`src/core/wtc_pkg.sv`:
```
// Package for the wake oscillator trim and clock recovery register bank.
// Assumes a register access port with 7-bit word addresses, 16-bit data.
`default_nettype none
package wtc_pkg;
    // ------------------------------------------------------------------
    // Register addresses (7-bit word addresses)
    // ------------------------------------------------------------------
    localparam logic [6:0] ADDR_TRIM  = 7'h3C;  // Oscillator trim.
    localparam logic [6:0] ADDR_CAL   = 7'h3D;  // Calibration readback.
    localparam logic [6:0] ADDR_RCTL  = 7'h3E;  // Recovery control.
    localparam logic [6:0] ADDR_LIMIT = 7'h3F;  // Bit-time limits.
    // ------------------------------------------------------------------
    // Field positions
    // ------------------------------------------------------------------
    localparam int RX_SEL_BIT  = 14;  // Wake receiver select.
    localparam int TC_LSB      = 7;   // Temperature coefficient field.
    localparam int TC_MSB      = 11;
    localparam int COARSE_MSB  = 6;   // Coarse oscillator adjust.
    localparam int CLK_LSB     = 5;   // Recovery clock select.
    localparam int FILT_LSB    = 2;   // Filter constant field.
    localparam int EN_BIT      = 0;   // Recovery enable.
    // ------------------------------------------------------------------
    // Masks and reset values
    // ------------------------------------------------------------------
    localparam logic [15:0] TRIM_MASK  = 16'h4FFF;
    localparam logic [15:0] RCTL_MASK  = 16'h006D;
    localparam logic [15:0] TRIM_RST   = 16'h0000;
    localparam logic [15:0] RCTL_RST   = 16'h0004;
    localparam logic [15:0] LIMIT_RST  = 16'h9D8F;
    localparam logic [15:0] CAL_RST    = 16'h0000;
    localparam logic [1:0]  UNLOCK_KEY = 2'h3;
    // Filter codes and the time constants they pick.
    localparam logic [1:0]  FILT_ADAPT = 2'h3;
    localparam logic [5:0]  TC_8       = 6'h08;
    localparam logic [5:0]  TC_16      = 6'h10;
    localparam logic [5:0]  TC_32      = 6'h20;
    // Edge spacing bounds in bit times for the adaptive filter.
    localparam logic [3:0]  GAP_MID    = 4'h4;
    localparam logic [3:0]  GAP_LONG   = 4'h9;
    localparam logic [3:0]  GAP_MAX    = 4'hA;
    // Recovery clock divide ratios from 75 MHz (1, 2, 4, 8).
    localparam logic [3:0]  DIV_FAST   = 4'h1;
endpackage
`default_nettype wire

```
`src/core/wtc_regs.sv`:
```
// Wake oscillator trim, calibration and clock recovery register bank.
// Assumes a synchronous register port from the serial interface decode,
// one-cycle write strobe, and a synchronous falling-edge spacing input.
`default_nettype none
module wtc_regs
    import wtc_pkg::*;
(
    // Clock and reset.
    input  wire  logic        i_clk,
    input  wire  logic        i_nrst,
    // Register port.
    input  wire  logic        i_wr,
    input  wire  logic [6:0]  i_addr,
    input  wire  logic [15:0] i_wdata,
    output logic        [15:0] o_rdata,
    // Trim unlock field and calibration source.
    input  wire  logic [1:0]  i_trim_unlock,
    input  wire  logic        i_cal_load,
    input  wire  logic [15:0] i_cal_value,
    // Falling-edge spacing, in bits, with its valid strobe.
    input  wire  logic        i_gap_valid,
    input  wire  logic [3:0]  i_gap_bits,
    // Outputs to the wake receiver, oscillator and recovery logic.
    output logic              o_wake_receiver_select,
    output logic        [4:0] o_temp_coef,
    output logic        [6:0] o_oscillator_coarse_adjust,
    output logic              o_recovery_enable,
    output logic        [1:0] o_recovery_clock_select,
    output logic              o_recovery_clk_en,
    output logic        [5:0] o_time_constant,
    output logic        [7:0] o_bit_time_upper_limit,
    output logic        [7:0] o_bit_time_lower_limit
);
    // ------------------------------------------------------------------
    // State
    // ------------------------------------------------------------------
    typedef struct packed {
        logic [15:0] trim;    // Trim register, masked.
        logic [15:0] cal;     // Calibration readback.
        logic [15:0] rctl;    // Recovery control, masked.
        logic [15:0] limit;   // Bit-time limits.
        logic [5:0]  adapt;   // Last adaptive time constant.
        logic [2:0]  div;     // Recovery clock divider.
        logic        clk_en;  // Recovery clock enable pulse.
        logic [5:0]  tcon;    // Filter time constant in use.
        logic [15:0] rdata;   // Read data register.
    } wtc_state_t;

    wtc_state_t st;       // Registered state.
    wtc_state_t next_st;  // Next state.
    // The release stages sit outside the state struct: they run off the
    // raw reset, and one struct written by two processes has two drivers.
    logic [1:0] rst_sync; // Reset release stages, first stage in bit 0.
    logic       rst_n;    // Released reset.

    assign rst_n = rst_sync[1];

    // Map a spacing in bits onto a filter constant; out of range keeps it.
    function automatic logic [5:0] wtc_gap_tc(input logic [3:0] gap,
                                              input logic [5:0] prev);
        if (gap < 4'h2 || gap > GAP_MAX)
            return prev;
        else if (gap < GAP_MID)
            return TC_32;
        else if (gap < GAP_LONG)
            return TC_16;
        else
            return TC_8;
    endfunction

    // Divide ratio for the clock select, as a terminal count.
    function automatic logic [2:0] wtc_div_top(input logic [1:0] sel);
        return 3'((DIV_FAST << sel) - 4'h1);
    endfunction

    // ------------------------------------------------------------------
    // Next-state logic
    // ------------------------------------------------------------------
    // Reads see the same register masks, so reserved bits stay zero.
    always_comb
    begin
        next_st = st;
        if (i_wr && i_addr == ADDR_TRIM && i_trim_unlock == UNLOCK_KEY)
        begin
            next_st.trim = i_wdata & TRIM_MASK;
        end
        // Locked writes fall through and the trim holds.
        if (i_wr && i_addr == ADDR_RCTL)
        begin
            next_st.rctl = i_wdata & RCTL_MASK;
        end
        if (i_wr && i_addr == ADDR_LIMIT)
        begin
            next_st.limit = i_wdata;
        end
        if (i_cal_load)
        begin
            next_st.cal = i_cal_value;
        end
        if (i_gap_valid)
        begin
            next_st.adapt = wtc_gap_tc(i_gap_bits, st.adapt);
        end
        // The divider is held in reset while recovery is off.
        next_st.clk_en = 1'b0;
        if (!st.rctl[EN_BIT])
        begin
            next_st.div = 3'h0;
        end
        else if (st.div >= wtc_div_top(st.rctl[CLK_LSB +: 2]))
        begin
            next_st.div    = 3'h0;
            next_st.clk_en = 1'b1;
        end
        else
        begin
            next_st.div = st.div + 3'h1;
        end
        // The constant is registered from the next control word and the
        // next adaptive value, so it is a flop output with no lost cycle.
        case (next_st.rctl[FILT_LSB +: 2])
            2'h0:    next_st.tcon = TC_8;
            2'h1:    next_st.tcon = TC_16;
            2'h2:    next_st.tcon = TC_32;
            default: next_st.tcon = next_st.adapt;
        endcase
        case (i_addr)
            ADDR_TRIM:  next_st.rdata = st.trim;
            ADDR_CAL:   next_st.rdata = st.cal;
            ADDR_RCTL:  next_st.rdata = st.rctl;
            ADDR_LIMIT: next_st.rdata = st.limit;
            default:    next_st.rdata = 16'h0000;
        endcase
    end

    // ------------------------------------------------------------------
    // Registers
    // ------------------------------------------------------------------
    // Reset release runs off the raw reset; everything else off rst_n.
    always_ff @(posedge i_clk or negedge i_nrst)
    begin
        if (!i_nrst)
        begin
            rst_sync <= 2'h0;
        end
        else
        begin
            rst_sync <= {rst_sync[0], 1'b1};
        end
    end

    // Bank contents take power-on values while the copy is low.
    always_ff @(posedge i_clk or negedge rst_n)
    begin
        if (!rst_n)
        begin
            st.trim   <= TRIM_RST;
            st.cal    <= CAL_RST;
            st.rctl   <= RCTL_RST;
            st.limit  <= LIMIT_RST;
            st.adapt  <= TC_16;
            st.tcon   <= TC_16;
            st.div    <= 3'h0;
            st.clk_en <= 1'b0;
            st.rdata  <= 16'h0000;
        end
        else
        begin
            st.trim   <= next_st.trim;
            st.cal    <= next_st.cal;
            st.rctl   <= next_st.rctl;
            st.limit  <= next_st.limit;
            st.adapt  <= next_st.adapt;
            st.tcon   <= next_st.tcon;
            st.div    <= next_st.div;
            st.clk_en <= next_st.clk_en;
            st.rdata  <= next_st.rdata;
        end
    end

    // ------------------------------------------------------------------
    // Outputs
    // ------------------------------------------------------------------
    assign o_rdata                    = st.rdata;
    assign o_wake_receiver_select     = st.trim[RX_SEL_BIT];
    assign o_temp_coef                = st.trim[TC_MSB:TC_LSB];
    assign o_oscillator_coarse_adjust = st.trim[COARSE_MSB:0];
    assign o_recovery_enable          = st.rctl[EN_BIT];
    assign o_recovery_clock_select    = st.rctl[CLK_LSB +: 2];
    assign o_recovery_clk_en          = st.clk_en;
    assign o_bit_time_upper_limit     = st.limit[15:8];
    assign o_bit_time_lower_limit     = st.limit[7:0];
    assign o_time_constant            = st.tcon;

    // ------------------------------------------------------------------
    // Checks
    // ------------------------------------------------------------------
    a_locked_trim_holds: assert property (
        @(posedge i_clk) disable iff (!rst_n)
        (i_wr && i_addr == ADDR_TRIM && i_trim_unlock != UNLOCK_KEY)
        |=> $stable(st.trim))
        else $error("Locked trim write changed the register.");
    a_trim_write_lands: assert property (
        @(posedge i_clk) disable iff (!rst_n)
        (i_wr && i_addr == ADDR_TRIM && i_trim_unlock == UNLOCK_KEY)
        |=> o_temp_coef == $past(i_wdata[TC_MSB:TC_LSB]))
        else $error("Unlocked temperature trim write lost.");
    a_coarse_write_lands: assert property (
        @(posedge i_clk) disable iff (!rst_n)
        (i_wr && i_addr == ADDR_TRIM && i_trim_unlock == UNLOCK_KEY)
        |=> o_oscillator_coarse_adjust == $past(i_wdata[6:0]))
        else $error("Unlocked coarse trim write lost.");
    a_rx_select_lands: assert property (
        @(posedge i_clk) disable iff (!rst_n)
        (i_wr && i_addr == ADDR_TRIM && i_trim_unlock == UNLOCK_KEY)
        |=> o_wake_receiver_select == $past(i_wdata[RX_SEL_BIT]))
        else $error("Receiver select write lost.");
    a_reserved_zero: assert property (
        @(posedge i_clk) disable iff (!rst_n)
        (i_addr == ADDR_TRIM) |=> o_rdata[15] == 1'b0 &&
        o_rdata[13:12] == 2'h0)
        else $error("Reserved trim bits read nonzero.");
    a_no_clk_disabled: assert property (
        @(posedge i_clk) disable iff (!rst_n)
        !o_recovery_enable [*2] |-> !o_recovery_clk_en)
        else $error("Recovery clock ran while disabled.");
    a_fast_clk_each: assert property (
        @(posedge i_clk) disable iff (!rst_n)
        (o_recovery_enable && o_recovery_clock_select == 2'h0) [*3]
        |-> o_recovery_clk_en)
        else $error("Fastest recovery clock not every cycle.");
    a_filter_map: assert property (
        @(posedge i_clk) disable iff (!rst_n)
        st.rctl[FILT_LSB +: 2] == 2'h2 |-> o_time_constant == 6'h20)
        else $error("Filter code 10 not constant 32.");
    a_limit_write: assert property (
        @(posedge i_clk) disable iff (!rst_n)
        (i_wr && i_addr == ADDR_LIMIT) |=>
        {o_bit_time_upper_limit, o_bit_time_lower_limit} == $past(i_wdata))
        else $error("Limit write lost.");
    a_cal_read_only: assert property (
        @(posedge i_clk) disable iff (!rst_n)
        (!i_cal_load) |=> $stable(st.cal))
        else $error("Calibration changed without load.");
endmodule
`default_nettype wire

```
`config.mk`:
```
export PLATFORM = sky130hd
export DESIGN_NAME = wtc_regs
export DESIGN_NICKNAME = d
export VERILOG_FILES = /design/src/core/wtc_pkg.sv /design/src/core/wtc_regs.sv
export SDC_FILE = /design/constraint.sdc
export NUM_CORES = 1
export LEC_CHECK = 0
export BUFFER_PORTS_ARGS = -buffer_cell sky130_fd_sc_hd__buf_2
export CAP_MARGIN = 20
export CORE_ASPECT_RATIO = 1.1
export CORE_UTILIZATION = 25
export CTS_BUF_LIST = sky130_fd_sc_hd__clkbuf_4 sky130_fd_sc_hd__clkbuf_8
export DETAILED_ROUTE_END_ITERATION = 8
export PLACE_DENSITY = 0.55
export SLEW_MARGIN = 20
export SYNTH_ARGS = -nofsm -noshare
export SYNTH_HDL_FRONTEND = slang
export SYNTH_SLANG_ARGS = --single-unit
```
`constraint.sdc`:
```
create_clock -name i_clk -period 8.3 [get_ports i_clk]
set_clock_uncertainty 0.15 [all_clocks]
set_input_delay 1.66 -clock i_clk [delete_from_list [all_inputs] [get_ports i_clk]]
set_output_delay 1.66 -clock i_clk [all_outputs]
set_load 0.005 [all_outputs]
```
==> results.md, run 1 <==
- Outcome: complete, no violations
- # clock sinks: 84
- Vias in the first global route: 2792
- Cells after synthesis: 338
- 1st-iter DRT viols: 85
- Hpwl dp: 6861 um
- DRT Wirelength: 9513 um
- FFs w/ async S/R, synth: 100.0%
- DIE HEIGHT: 137.0 um
- Final std cells w/o fill: 593
- Max Cap Viol: 0
- Final period util: 40.52%
- Synth Area in Adders: 1.208%
- First-pass GRT wire length: 15560 um
- PortBufs: 104
- Fin area: 4624 um2
- Syn. warnings: 0
- Post-CTS setup buffers: 0
- Crit path max-delay family: simple AND/OR/NAND/NOR gates
- Post-Synth Simple-Gate Area: 11.00%
- Antenna violation net count after detailed routing: 0
- Placed inst area: 4432 um2
- Setup total negative slack: 0 ns
- Synth Area per Inst: 12.25 um2
- Largest family of logic cells by synthesized area: multiplexers
- Post-DR wirelength/cell: 16.04 um
- Sequential element share of the synthesized area: 51.15%
- CTS Hold Buffers Added: 0
- DIE WIDTH: 124.7 um
- Slew Viols, Final: 0
- Share of layout cells above drive strength 1: 50.13%
- Worst path cell trace: buf_2, and4b_1, nand2_4, nor3_4, mux2_2
- Final hold vios: 0
- Gr ovfl total: 0
- Setup Slack @ Placement: 4.518 ns
- Worst VDD drop: 0.00006458 V
- Synth Flop Type: dfrtp_1
- Largest net degree at the start of global routing: 83
- DR pass1 iterations: 6
- Core Box Area: 15920 um2
- Via density: 4.391
- DRC viols: 0
- Critical path launch point type: input port
- Crit. End Element: flip-flop
- Slowest CP cell: nor3_4
- Worst-skew pair later-pin latency: 0.36 ns
- Buf+Inv Stages, Crit Path: 1
- CTS tree: yes
- Compound-cell area share of the yosys netlist: 4.139%
- Post-Synth XOR/XNOR Area: 0.4230%
- Area grow syn2layout: 11.66%
- # setup viols final: 0
- Mux share of post-synthesis cell area: 19.58%
- Min Hold Slack: 0.1789 ns
- Critical path class: in -> reg
- Final Util: 29.06%
- Total power: 820.3 uW
- P_leak: 2.329 nW
- TritonCTS Buffers: 9
- Initial Util: 26.02%
- RSZ-0062 raised after global routing: false
- Initial antenna violation count: 0
- IO Pins: 105
- Final antenna diode count: 0
- Power per standard cell area: 177.4 nW/um2
- Htree depth: 3
- Clock Root Buffer: clkbuf_8
- Reg clk slew, reported paths: 0.08 ns
- Worst-case clock buffer depth: 2
- Crit path DAT: 3.47 ns
- Yosys cell types: 47
- Number of nets in the layout: 442
- Post-synthesis register bit count: 84
- DR vias: 2604
- Fin crit period: 3.363 ns
- Overall Global Routing Usage: 12.07%
- Slew @ Worst Pin: 0.7167 ns
- Mapped Area: 4141 um2
- CP Data Required Time: 8.40 ns
- Largest fanout on the critical path: 13
- Crit-path max cell delay: 0.63 ns
- Setup WS post-layout: 4.937 ns
- Worst Hold Class: reg -> async
- Die area: 17090 um2
- # rows: 48
- Placer Congestion: 0.7124
- Achievable Freq: 297.3 MHz
- Placed insts: 576
- Post-CTS Resized: 0
- Syn Nets: 392
- Number of synthesized flops with an enable pin: 0
- R2R setup slack: 6.45 ns
- Max_slew headroom: 52.06%
[registers in the layout, indices dropped and copies added (netlist names)]
name                        count
o_recovery_clk_en               1
o_rdata                        16
o_bit_time_lower_limit          8
o_recovery_enable               1
o_temp_coef                     5
o_recovery_clock_select         2
o_time_constant                 6
rst_sync                        2
o_bit_time_upper_limit          8
st                             27
o_oscillator_coarse_adjust      7
o_wake_receiver_select          1
[cell type report]
class | instances | area (um2)
timing repair buffer | 105 | 540.5
multi-input combinational | 180 | 1509
sequential | 84 | 2122
fill | 1626 | 11290
tap | 200 | 250.2
clock buffer | 11 | 145.1
clock inverter | 5 | 27.53
inverter | 8 | 30.03
[layer usage]
layer,vias up,routed length (um),part of all wire [%],global-route usage [%]
met5,-,0,0,0
met4,0,95,1.0,3.347
met3,9,696,7.3,4.965
met2,87,4718,50,20.56
met1,1303,4002,42,13.93
li1,1205,-,-,-
[report_power, final]
part           internal [mW]  switching, mW
logic                 0.0515         0.0469
registers              0.437         0.0211
clock network          0.118          0.146
total                  0.606          0.214
[path summary, 6_finish.rpt]
check | start | endpoint | depth (start not counted)
hold reg to reg | rst_sync[1] | o_oscillator_coarse_adjust[3] | 0
setup reg to reg | o_recovery_clock_select[1] | o_recovery_clk_en | 6
setup / recovery | i_addr[6] | o_temp_coef[1] | 5
min in group i_clk | rst_sync[0] | rst_sync[1] | 0
hold / removal | rst_sync[1] | o_oscillator_coarse_adjust[3] | 0
max in group asynchronous | i_nrst | rst_sync[1] | 1
[cell usage after synthesis (3+ instances only)]
| library cell | count | area, um2 |
|---|---|---|
| a21oi_1 | 12 | 60.06 |
| and2_1 | 3 | 18.77 |
| and3_1 | 5 | 31.28 |
| buf_2 | 4 | 20.02 |
| buf_4 | 53 | 397.9 |
| buf_6 | 4 | 45.04 |
| dfrtp_1 | 71 | 1777 |
| dfstp_2 | 13 | 341.6 |
| ha_1 | 4 | 50.05 |
| inv_1 | 8 | 30.03 |
| mux2_2 | 38 | 427.9 |
| mux2_4 | 10 | 150.1 |
| mux2i_1 | 12 | 120.1 |
| mux4_2 | 5 | 112.6 |
| nand2_1 | 14 | 52.55 |
| nand3_1 | 3 | 15.01 |
| nand4_1 | 3 | 18.77 |
| nor2_1 | 26 | 97.59 |
| nor2b_1 | 7 | 43.79 |
| nor3b_1 | 3 | 22.52 |
| o21ai_0 | 7 | 35.03 |
[logic make-up (layout without fill, tap and decap cells)]
family          after synthesis  in the layout
other cells                   1              1
mux                          65             65
compound gates               27             27
xor+xnor                      2              2
buf+inv                      74            129
flops                        84             84
fa+ha+maj                     4              4
simple gates                 81             81
[layout by cell type (no fill, tap or decap), drive strengths merged, types with 4 or more instances in the layout]
cell	count
a21oi	12
and2	4
and3	5
buf	105
clkbuf	11
clkinv	4
dfrtp	71
dfstp	13
ha	4
inv	8
mux2	48
mux2i	12
mux4	5
nand2	15
nand3	4
nor2	27
nor2b	7
o21ai	7
[worst register-to-register path: stages (launching register included)]
cell,delay (ns)
dfrtp_1,0.43
or2_2,0.32
ha_1,0.26
nand2b_1,0.14
a21oi_1,0.18
o21ai_0,0.10
and2_1,0.17
(Power assumes the default switching activity.)
==> run 2: changes to the inputs <==
- PLACE_DENSITY: 0.55 -> 0.56
- clock period: 8.3 -> 2.8 ns (I/O delays scaled with it)
==> run 2 against run 1 <==
Against the previous run:
- via count hardly changed
- first-iteration DRC count is 24% lower
- sequential power grew to 3.0 times the previous value
- design area is 2.8% higher
- routed wire length is 4.9% higher
- total power grew to 3.3 times the previous value
- count of clock-buffer cells in the layout is 2 lower
- cell count is 1.2% higher
- critical endpoint is now o_oscillator_coarse_adjust[2]
==> results.md, run 2 (synthesized netlist as in run 1, its figures left out) <==
- Outcome: complete, no violations (unchanged)
- Placer Congestion: 0.7501 (was 0.7124)
- Worst path cell trace: buf_2, and4b_1, nand2_4, nor3_4, buf_4, mux2_2 (was buf_2, and4b_1, nand2_4, nor3_4, mux2_2)
- Die area: 17090 um2 (unchanged)
- Fill cells: 1630 (was 1626)
- Register area: 2122 um2 (unchanged)
- Worst-skew pair later-pin latency: 0.37 ns (was 0.36 ns)
- Power per standard cell area: 572.2 nW/um2 (was 177.4 nW/um2)
- Initial Util: 26.02% (unchanged)
- CTS tree: yes (unchanged)
- R2R setup slack: 0.95 ns (was 6.45 ns)
- Worst reg2reg startpoint: o_recovery_clock_select[1] (unchanged)
- DRT Wirelength: 9983 um (was 9513 um)
- Core Box Area: 15920 um2 (unchanged)
- PortBufs: 104 (unchanged)
- TritonCTS Buffers: 9 (unchanged)
- First-pass GRT wire length: 15780 um (was 15560 um)
- Critical Path Stages: 6 (was 5)
- Fin crit period: 1.947 ns
- Top reg by flops: st (unchanged)
- # setup viols final: 0 (unchanged)
- Crit path max-delay family: simple AND/OR/NAND/NOR gates (unchanged)
- DRC viols: 0 (unchanged)
- DR pass1 iterations: 4 (was 6)
- DR vias: 2606 (was 2604)
- Worst VDD drop: 0.0002950 V (was 0.00006458 V)
- Crit. End Element: flip-flop (unchanged)
- Antenna violation net count after detailed routing: 0 (unchanged)
- Area grow syn2layout: 14.77% (was 11.66%)
- Final period util: 69.55%
- Final Util: 29.87% (was 29.06%)
- Vias in the first global route: 2818 (was 2792)
- Hpwl dp: 7334 um (was 6861 um)
- Crit-path max cell delay: 0.47 ns (was 0.63 ns)
- DIE WIDTH: 124.7 um (unchanged)
- Critical path launch point type: input port (unchanged)
- Initial antenna violation count: 0 (unchanged)
- Final hold vios: 0 (unchanged)
- P_leak: 2.388 nW (was 2.329 nW)
- Worst-case clock buffer depth: 2 (unchanged)
- Slew Viols, Final: 0 (unchanged)
- 1st-iter DRT viols: 65 (was 85)
- Max Cap Viol: 0 (unchanged)
- Clock Root Buffer: clkbuf_8 (unchanged)
- Comb power frac: 10.9% (was 12.0%)
- Post-DR wirelength/cell: 16.64 um (was 16.04 um)
- Max reg flops: 27 (unchanged)
- Slew @ Worst Pin: 0.7035 ns (was 0.7167 ns)
- Reg-to-reg endpoint: o_recovery_clk_en (unchanged)
- Achievable Freq: 513.5 MHz
- Worst Hold Class: reg -> async (unchanged)
- Commonest non-fill, non-tap cell in the layout: buf_2 (unchanged)
- Overall Global Routing Usage: 12.51% (was 12.07%)
- Switching Fraction: 24.72% (was 26.07%)
- Via density: 4.343 (was 4.391)
- Buf+Inv Stages, Crit Path: 2 (was 1)
- Max_slew headroom: 53.10% (was 52.06%)
- CP Data Required Time: 2.90 ns (was 8.40 ns)
- RSZ-0062 raised after global routing: false (unchanged)
- Largest net degree at the start of global routing: 51 (was 83)
- Largest fanout on the critical path: 9 (was 13)
- # clock sinks: 84 (unchanged)
- Commonest non-fill, non-tap cells in the layout: buf_2 (104), dfrtp_1 (70), mux2_2 (38), nor2_1 (26), nand2_1 (14) (unchanged)
- Crit path DAT: 2.05 ns (was 3.47 ns)
- Gr ovfl total: 0 (unchanged)
- Setup total negative slack: 0 ns (unchanged)
- IO Pins: 105 (unchanged)
- Final antenna diode count: 0 (unchanged)
- Slowest CP cell: and4b_1 (was nor3_4)
- Net switching power: 672.2 uW (was 213.8 uW)
- Clock share of power: 39.1% (was 32.2%)
- Total power: 2.720 mW (was 820.3 uW)
- Internal: 2.048 mW (was 606.4 uW)
- Share of layout cells above drive strength 1: 50.75% (was 50.13%)
- Area of the multi-input gates: 1509 um2 (unchanged)
- Sequential share of power: 50.0% (was 55.8%)
- Post-CTS Resized: 0 (unchanged)
- Worst reg2reg path depth: 6 (unchanged)
- Number of nets in the layout: 449 (was 442)
- # rows: 48 (unchanged)
- Critical path class: in -> reg (unchanged)
- Post-CTS setup buffers: 0 (unchanged)
- Htree depth: 3 (unchanged)
- DIE HEIGHT: 137.0 um (unchanged)
- Reg clk slew, reported paths: 0.09 ns (was 0.08 ns)
## run 2: how the worst max path moves through the flow
stage                                                to  slack (ns)                        from
after global routing                             st[23]        0.82  o_recovery_clock_select[1]
after global placement    o_oscillator_coarse_adjust[5]        0.49                   i_addr[6]
after CTS                 o_oscillator_coarse_adjust[3]        0.88                   i_addr[6]
after detailed placement  o_oscillator_coarse_adjust[3]        0.45                   i_addr[6]
final                     o_oscillator_coarse_adjust[2]        0.85                   i_addr[6]
after floorplan               o_bit_time_lower_limit[4]        0.16                 rst_sync[1]
## run 2: stage by stage
step	cell area [um2]	hold slack (ns)	instances	setup slack, ns
global route	4753	0.2285	600	0.8197
CTS	4753	0.2216	600	0.8757
finish	4753	0.2170	600	0.8527
floorplan	4141	0.1144	338	0.1599
detailed placement	4497	0.1978	583	0.4526
global placement	4497	0.1910	583	0.4905
## run 2: power by group through the flow
stage | clock network, mW | logic, mW | registers [mW]
global route | 1.16 | 0.331 | 1.38
detailed placement | 0 | 0.299 | 1.39
CTS | 1.11 | 0.302 | 1.36
global placement | 0 | 0.291 | 1.38
floorplan | 0 | 0.221 | 1.37
finish | 1.06 | 0.297 | 1.36
## run 2: final cells by class
class | instances | share of cell area (%)
multi-input cells | 180 | 31.75
inverters | 8 | 0.6317
flip-flops and latches | 84 | 44.64
well taps | 200 | 5.265
clock buffers | 9 | 2.606
clock inverters | 7 | 2.580
repair buffers | 112 | 12.53
## run 2: routing by layer
metal / track usage, % / wire (um)
met1: 14.12 / 4242
met2: 22.04 / 5028
met3: 4.965 / 619
met4: 3.079 / 93
met5: 0 / 0
## run 2: what timing repair did
| item | CTS | global route |
|---|---|---|
| setup endpoints to repair | 0 | 0 |
| hold buffers | 1 | 0 |
| hold endpoints to repair | 2 | 0 |
==> run 3: changes to the inputs <==
- ABC_AREA: default -> 1
- PLACE_DENSITY: 0.56 -> 0.55
- clock period: 2.8 -> 1.8 ns (I/O delays scaled with it)
==> run 3 against run 2 <==
Against the previous run:
- critical path depth grew 1
- non-clock buffer count increased by 5
- design area is 4.7% lower
==> results.md, run 3 <==
- Crit. End Element: flip-flop (unchanged)
- Setup WS post-layout: 0.1078 ns (was 0.8527 ns)
- Die area: 16190 um2 (was 17090 um2)
- 1st-iter DRT viols: 108 (was 65)
- Most frequent cells after synthesis: nand2_1 (105), dfrtp_1 (71), buf_4 (54) (was dfrtp_1 (71), buf_4 (53), mux2_2 (38))
- Sequential element share of the synthesized area: 54.02% (was 51.15%)
- CP Data Required Time: 1.95 ns (was 2.90 ns)
- FFs w/ async S/R, synth: 100.0% (unchanged)
- Htree depth: 3 (unchanged)
- Critical path launch point type: flip-flop (was input port)
- Fill cells: 1631 (was 1630)
- Slowest CP cell: dfrtp_1 (was and4b_1)
- Post-synth top area share: 45.31% (was 42.90%)
- Final antenna diode count: 0 (unchanged)
- Initial Util: 25.85% (was 26.02%)
- # setup viols final: 0 (unchanged)
- Achievable Freq: 590.9 MHz
- P_leak: 2.382 nW (was 2.388 nW)
- Post-CTS setup buffers: 0 (unchanged)
- Worst-skew pair later-pin latency: 0.36 ns (was 0.37 ns)
- Reg clk slew, reported paths: 0.08 ns (was 0.09 ns)
- Crit path DAT: 1.84 ns (was 2.05 ns)
- # rows: 47 (was 48)
- Total power: 3.706 mW (was 2.720 mW)
- Gr ovfl total: 0 (unchanged)
- Final period util: 94.01%
- Setup Slack @ Placement: 0.05019 ns (was 0.4526 ns)
- Min Hold Slack: 0.03994 ns (was 0.2170 ns)
- Most used cell, CP: nand2_1
- Final hold vios: 0 (unchanged)
- Antenna violation net count after detailed routing: 0 (unchanged)
- Syn. warnings: 0 (unchanged)
- Hpwl dp: 6819 um (was 7334 um)
- Critical path class: reg -> reg (was in -> reg)
- Post-DR wirelength/cell: 13.91 um (was 16.64 um)
- # clock sinks: 84 (unchanged)
- Worst Hold Class: reg -> async (unchanged)
- First-pass GRT wire length: 15080 um (was 15780 um)
- Yosys cell types: 30 (was 47)
- Commonest non-fill, non-tap cells in the layout: nand2_1 (105), buf_2 (104), dfrtp_1 (70), inv_1 (49), o21ai_0 (21) (was buf_2 (104), dfrtp_1 (70), mux2_2 (38), nor2_1 (26), nand2_1 (14))
- IO Pins: 105 (unchanged)
- Initial antenna violation count: 0 (unchanged)
- Slew @ Worst Pin: 0.5388 ns (was 0.7035 ns)
- Vias in the first global route: 2862 (was 2818)
- Syn Nets: 470 (was 392)
- Max Cap Viol: 0 (unchanged)
- Fin crit period: 1.692 ns
- Crit-path max cell delay: 0.38 ns (was 0.47 ns)
- Largest net degree at the start of global routing: 39 (was 51)
- Outcome: complete, no violations (unchanged)
- Setup total negative slack: 0 ns (unchanged)
- Max reg flops: 27 (unchanged)
- Max_slew headroom: 64.08% (was 53.10%)
- Core Box Area: 15170 um2 (was 15920 um2)
- Via density: 4.059 (was 4.343)
- Power per standard cell area: 818.1 nW/um2 (was 572.2 nW/um2)
- DRT Wirelength: 9444 um (was 9983 um)
- DIE HEIGHT: 133.4 um (was 137.0 um)
- DIE WIDTH: 121.4 um (was 124.7 um)
- PortBufs: 104 (unchanged)
- Top reg by flops: st (unchanged)
- Post-synthesis register bit count: 84 (unchanged)
- Slew Viols, Final: 0 (unchanged)
- DRC viols: 0 (unchanged)
- Mapped Area: 3921 um2 (was 4141 um2)
- TritonCTS Buffers: 9 (unchanged)
- Worst path cell trace: or2_2, ha_1, o21ai_1, nand2_1, a21oi_2, nand2_1, nor2_1 (was buf_2, and4b_1, nand2_4, nor3_4, buf_4, mux2_2)
- Final Util: 29.86% (was 29.87%)
- Overall Global Routing Usage: 12.64% (was 12.51%)
- CTS tree: yes (unchanged)
- Synth Area per Inst: 9.426 um2 (was 12.25 um2)
- Number of synthesized flops with an enable pin: 0 (unchanged)
- Largest cells by area after synthesis: dfrtp_1 (45%), buf_4 (10%), nand2_1 (10%), dfstp_2 (8.7%), inv_1 (4.7%) (was dfrtp_1 (43%), mux2_2 (10%), buf_4 (9.6%), dfstp_2 (8.2%), mux2_4 (3.6%))
- Cells after synthesis: 416 (was 338)
- Crit path max-delay family: simple AND/OR/NAND/NOR gates (unchanged)
- Top-count cell post-synth: nand2_1 (was dfrtp_1)
- Area grow syn2layout: 15.54% (was 14.77%)
- Share of layout cells above drive strength 1: 37.06% (was 50.75%)
- Worst VDD drop: 0.0003024 V (was 0.0002950 V)
- Clock Root Buffer: clkbuf_8 (unchanged)
- Largest fanout on the critical path: 3 (was 9)
- Buf+Inv Stages, Crit Path: 0 (was 2)
- DR vias: 2756 (was 2606)
- Commonest non-fill, non-tap cell in the layout: nand2_1 (was buf_2)
- Yosys top cell by area: dfrtp_1 (unchanged)
- Synth Flop Type: dfrtp_1 (unchanged)
- DR pass1 iterations: 4 (unchanged)
- Placer Congestion: 0.8084 (was 0.7501)
- RSZ-0062 raised after global routing: false (unchanged)
- Worst-case clock buffer depth: 2 (unchanged)
- Number of nets in the layout: 532 (was 449)
run 3: cell count changes after synthesis, moves of 15 or more:
cell     previous run  this run
nand2_1            14       105
inv_1               8        49
mux2_2             38         0
nor2_1             26         7
o21ai_1             0        16
o21ai_0             7        22
run 3: metrics by stage:
step,std cells,instance area [um2]
final,679,4531
after global placement,662,4345
after floorplan,416,3923
after CTS,679,4527
after global routing,679,4531
after detailed placement,662,4345
run 3: layout make-up:
class	instances	area [um2]	area share (%)
clock buffer	13	153.9	3.397
clock inverter	3	17.52	0.3866
inverter	51	191.4	4.225
multi-input combinational	215	1142	25.21
sequential	84	2122	46.84
tap	196	245.2	5.413
timing repair buffer	117	658.1	14.53
run 3: path summary, 6_finish.rpt:
kind / start / to / slack [ns] / depth (start not counted)
worst max register to register: o_recovery_clock_select[1] / st[25] / 0.11 / 7
max in group asynchronous: rst_sync[1] / o_bit_time_lower_limit[7] / 0.84 / 1
worst min-delay path: rst_sync[1] / st[31] / 0.04 / 0
min in group i_clk: i_cal_value[3] / st[67] / 0.05 / 3
worst max-delay path: o_recovery_clock_select[1] / st[25] / 0.11 / 7
worst min register to register: rst_sync[1] / st[31] / 0.04 / 0
run 3: timing repair:
item	CTS	global route
setup endpoints to repair	0	4
hold buffers	1	0
endpoints found under the hold margin	2	0
resized for setup	0	2
run 3: logic make-up after synthesis:
kind of cell	after synthesis	share of synthesized area (%)
simple gates	142	16.43
buf+inv	117	17.10
flops	84	54.02
compound gates	67	10.85
fa+ha+maj	4	1.276
xor+xnor	1	0.2234
other cells	1	0.09563
run 3: per-layer routing:
metal / GRT usage (%) / vias to the layer above / part of all wire [%] / wire length [um]
li1: - / 1380 / - / -
met1: 14.93 / 1291 / 42 / 4001
met2: 21.12 / 72 / 50 / 4717
met3: 3.339 / 13 / 5.8 / 545
met4: 6.104 / 0 / 1.9 / 180
met5: 0 / - / 0 / 0
run 3: worst register-to-register path: stages, from the launching register on:
cell     delay [ns]
dfrtp_1        0.38
or2_2          0.30
ha_1           0.27
o21ai_1        0.13
nand2_1        0.07
a21oi_2        0.13
nand2_1        0.09
nor2_1         0.10
run 3: where the power goes:
part / switching [mW] / total [mW] / leakage, nW / internal, mW
Clock: 0.677 / 1.24 / 0.0911 / 0.560
Combinational: 0.233 / 0.396 / 1.22 / 0.163
Sequential: 0.0605 / 2.07 / 1.08 / 2.01
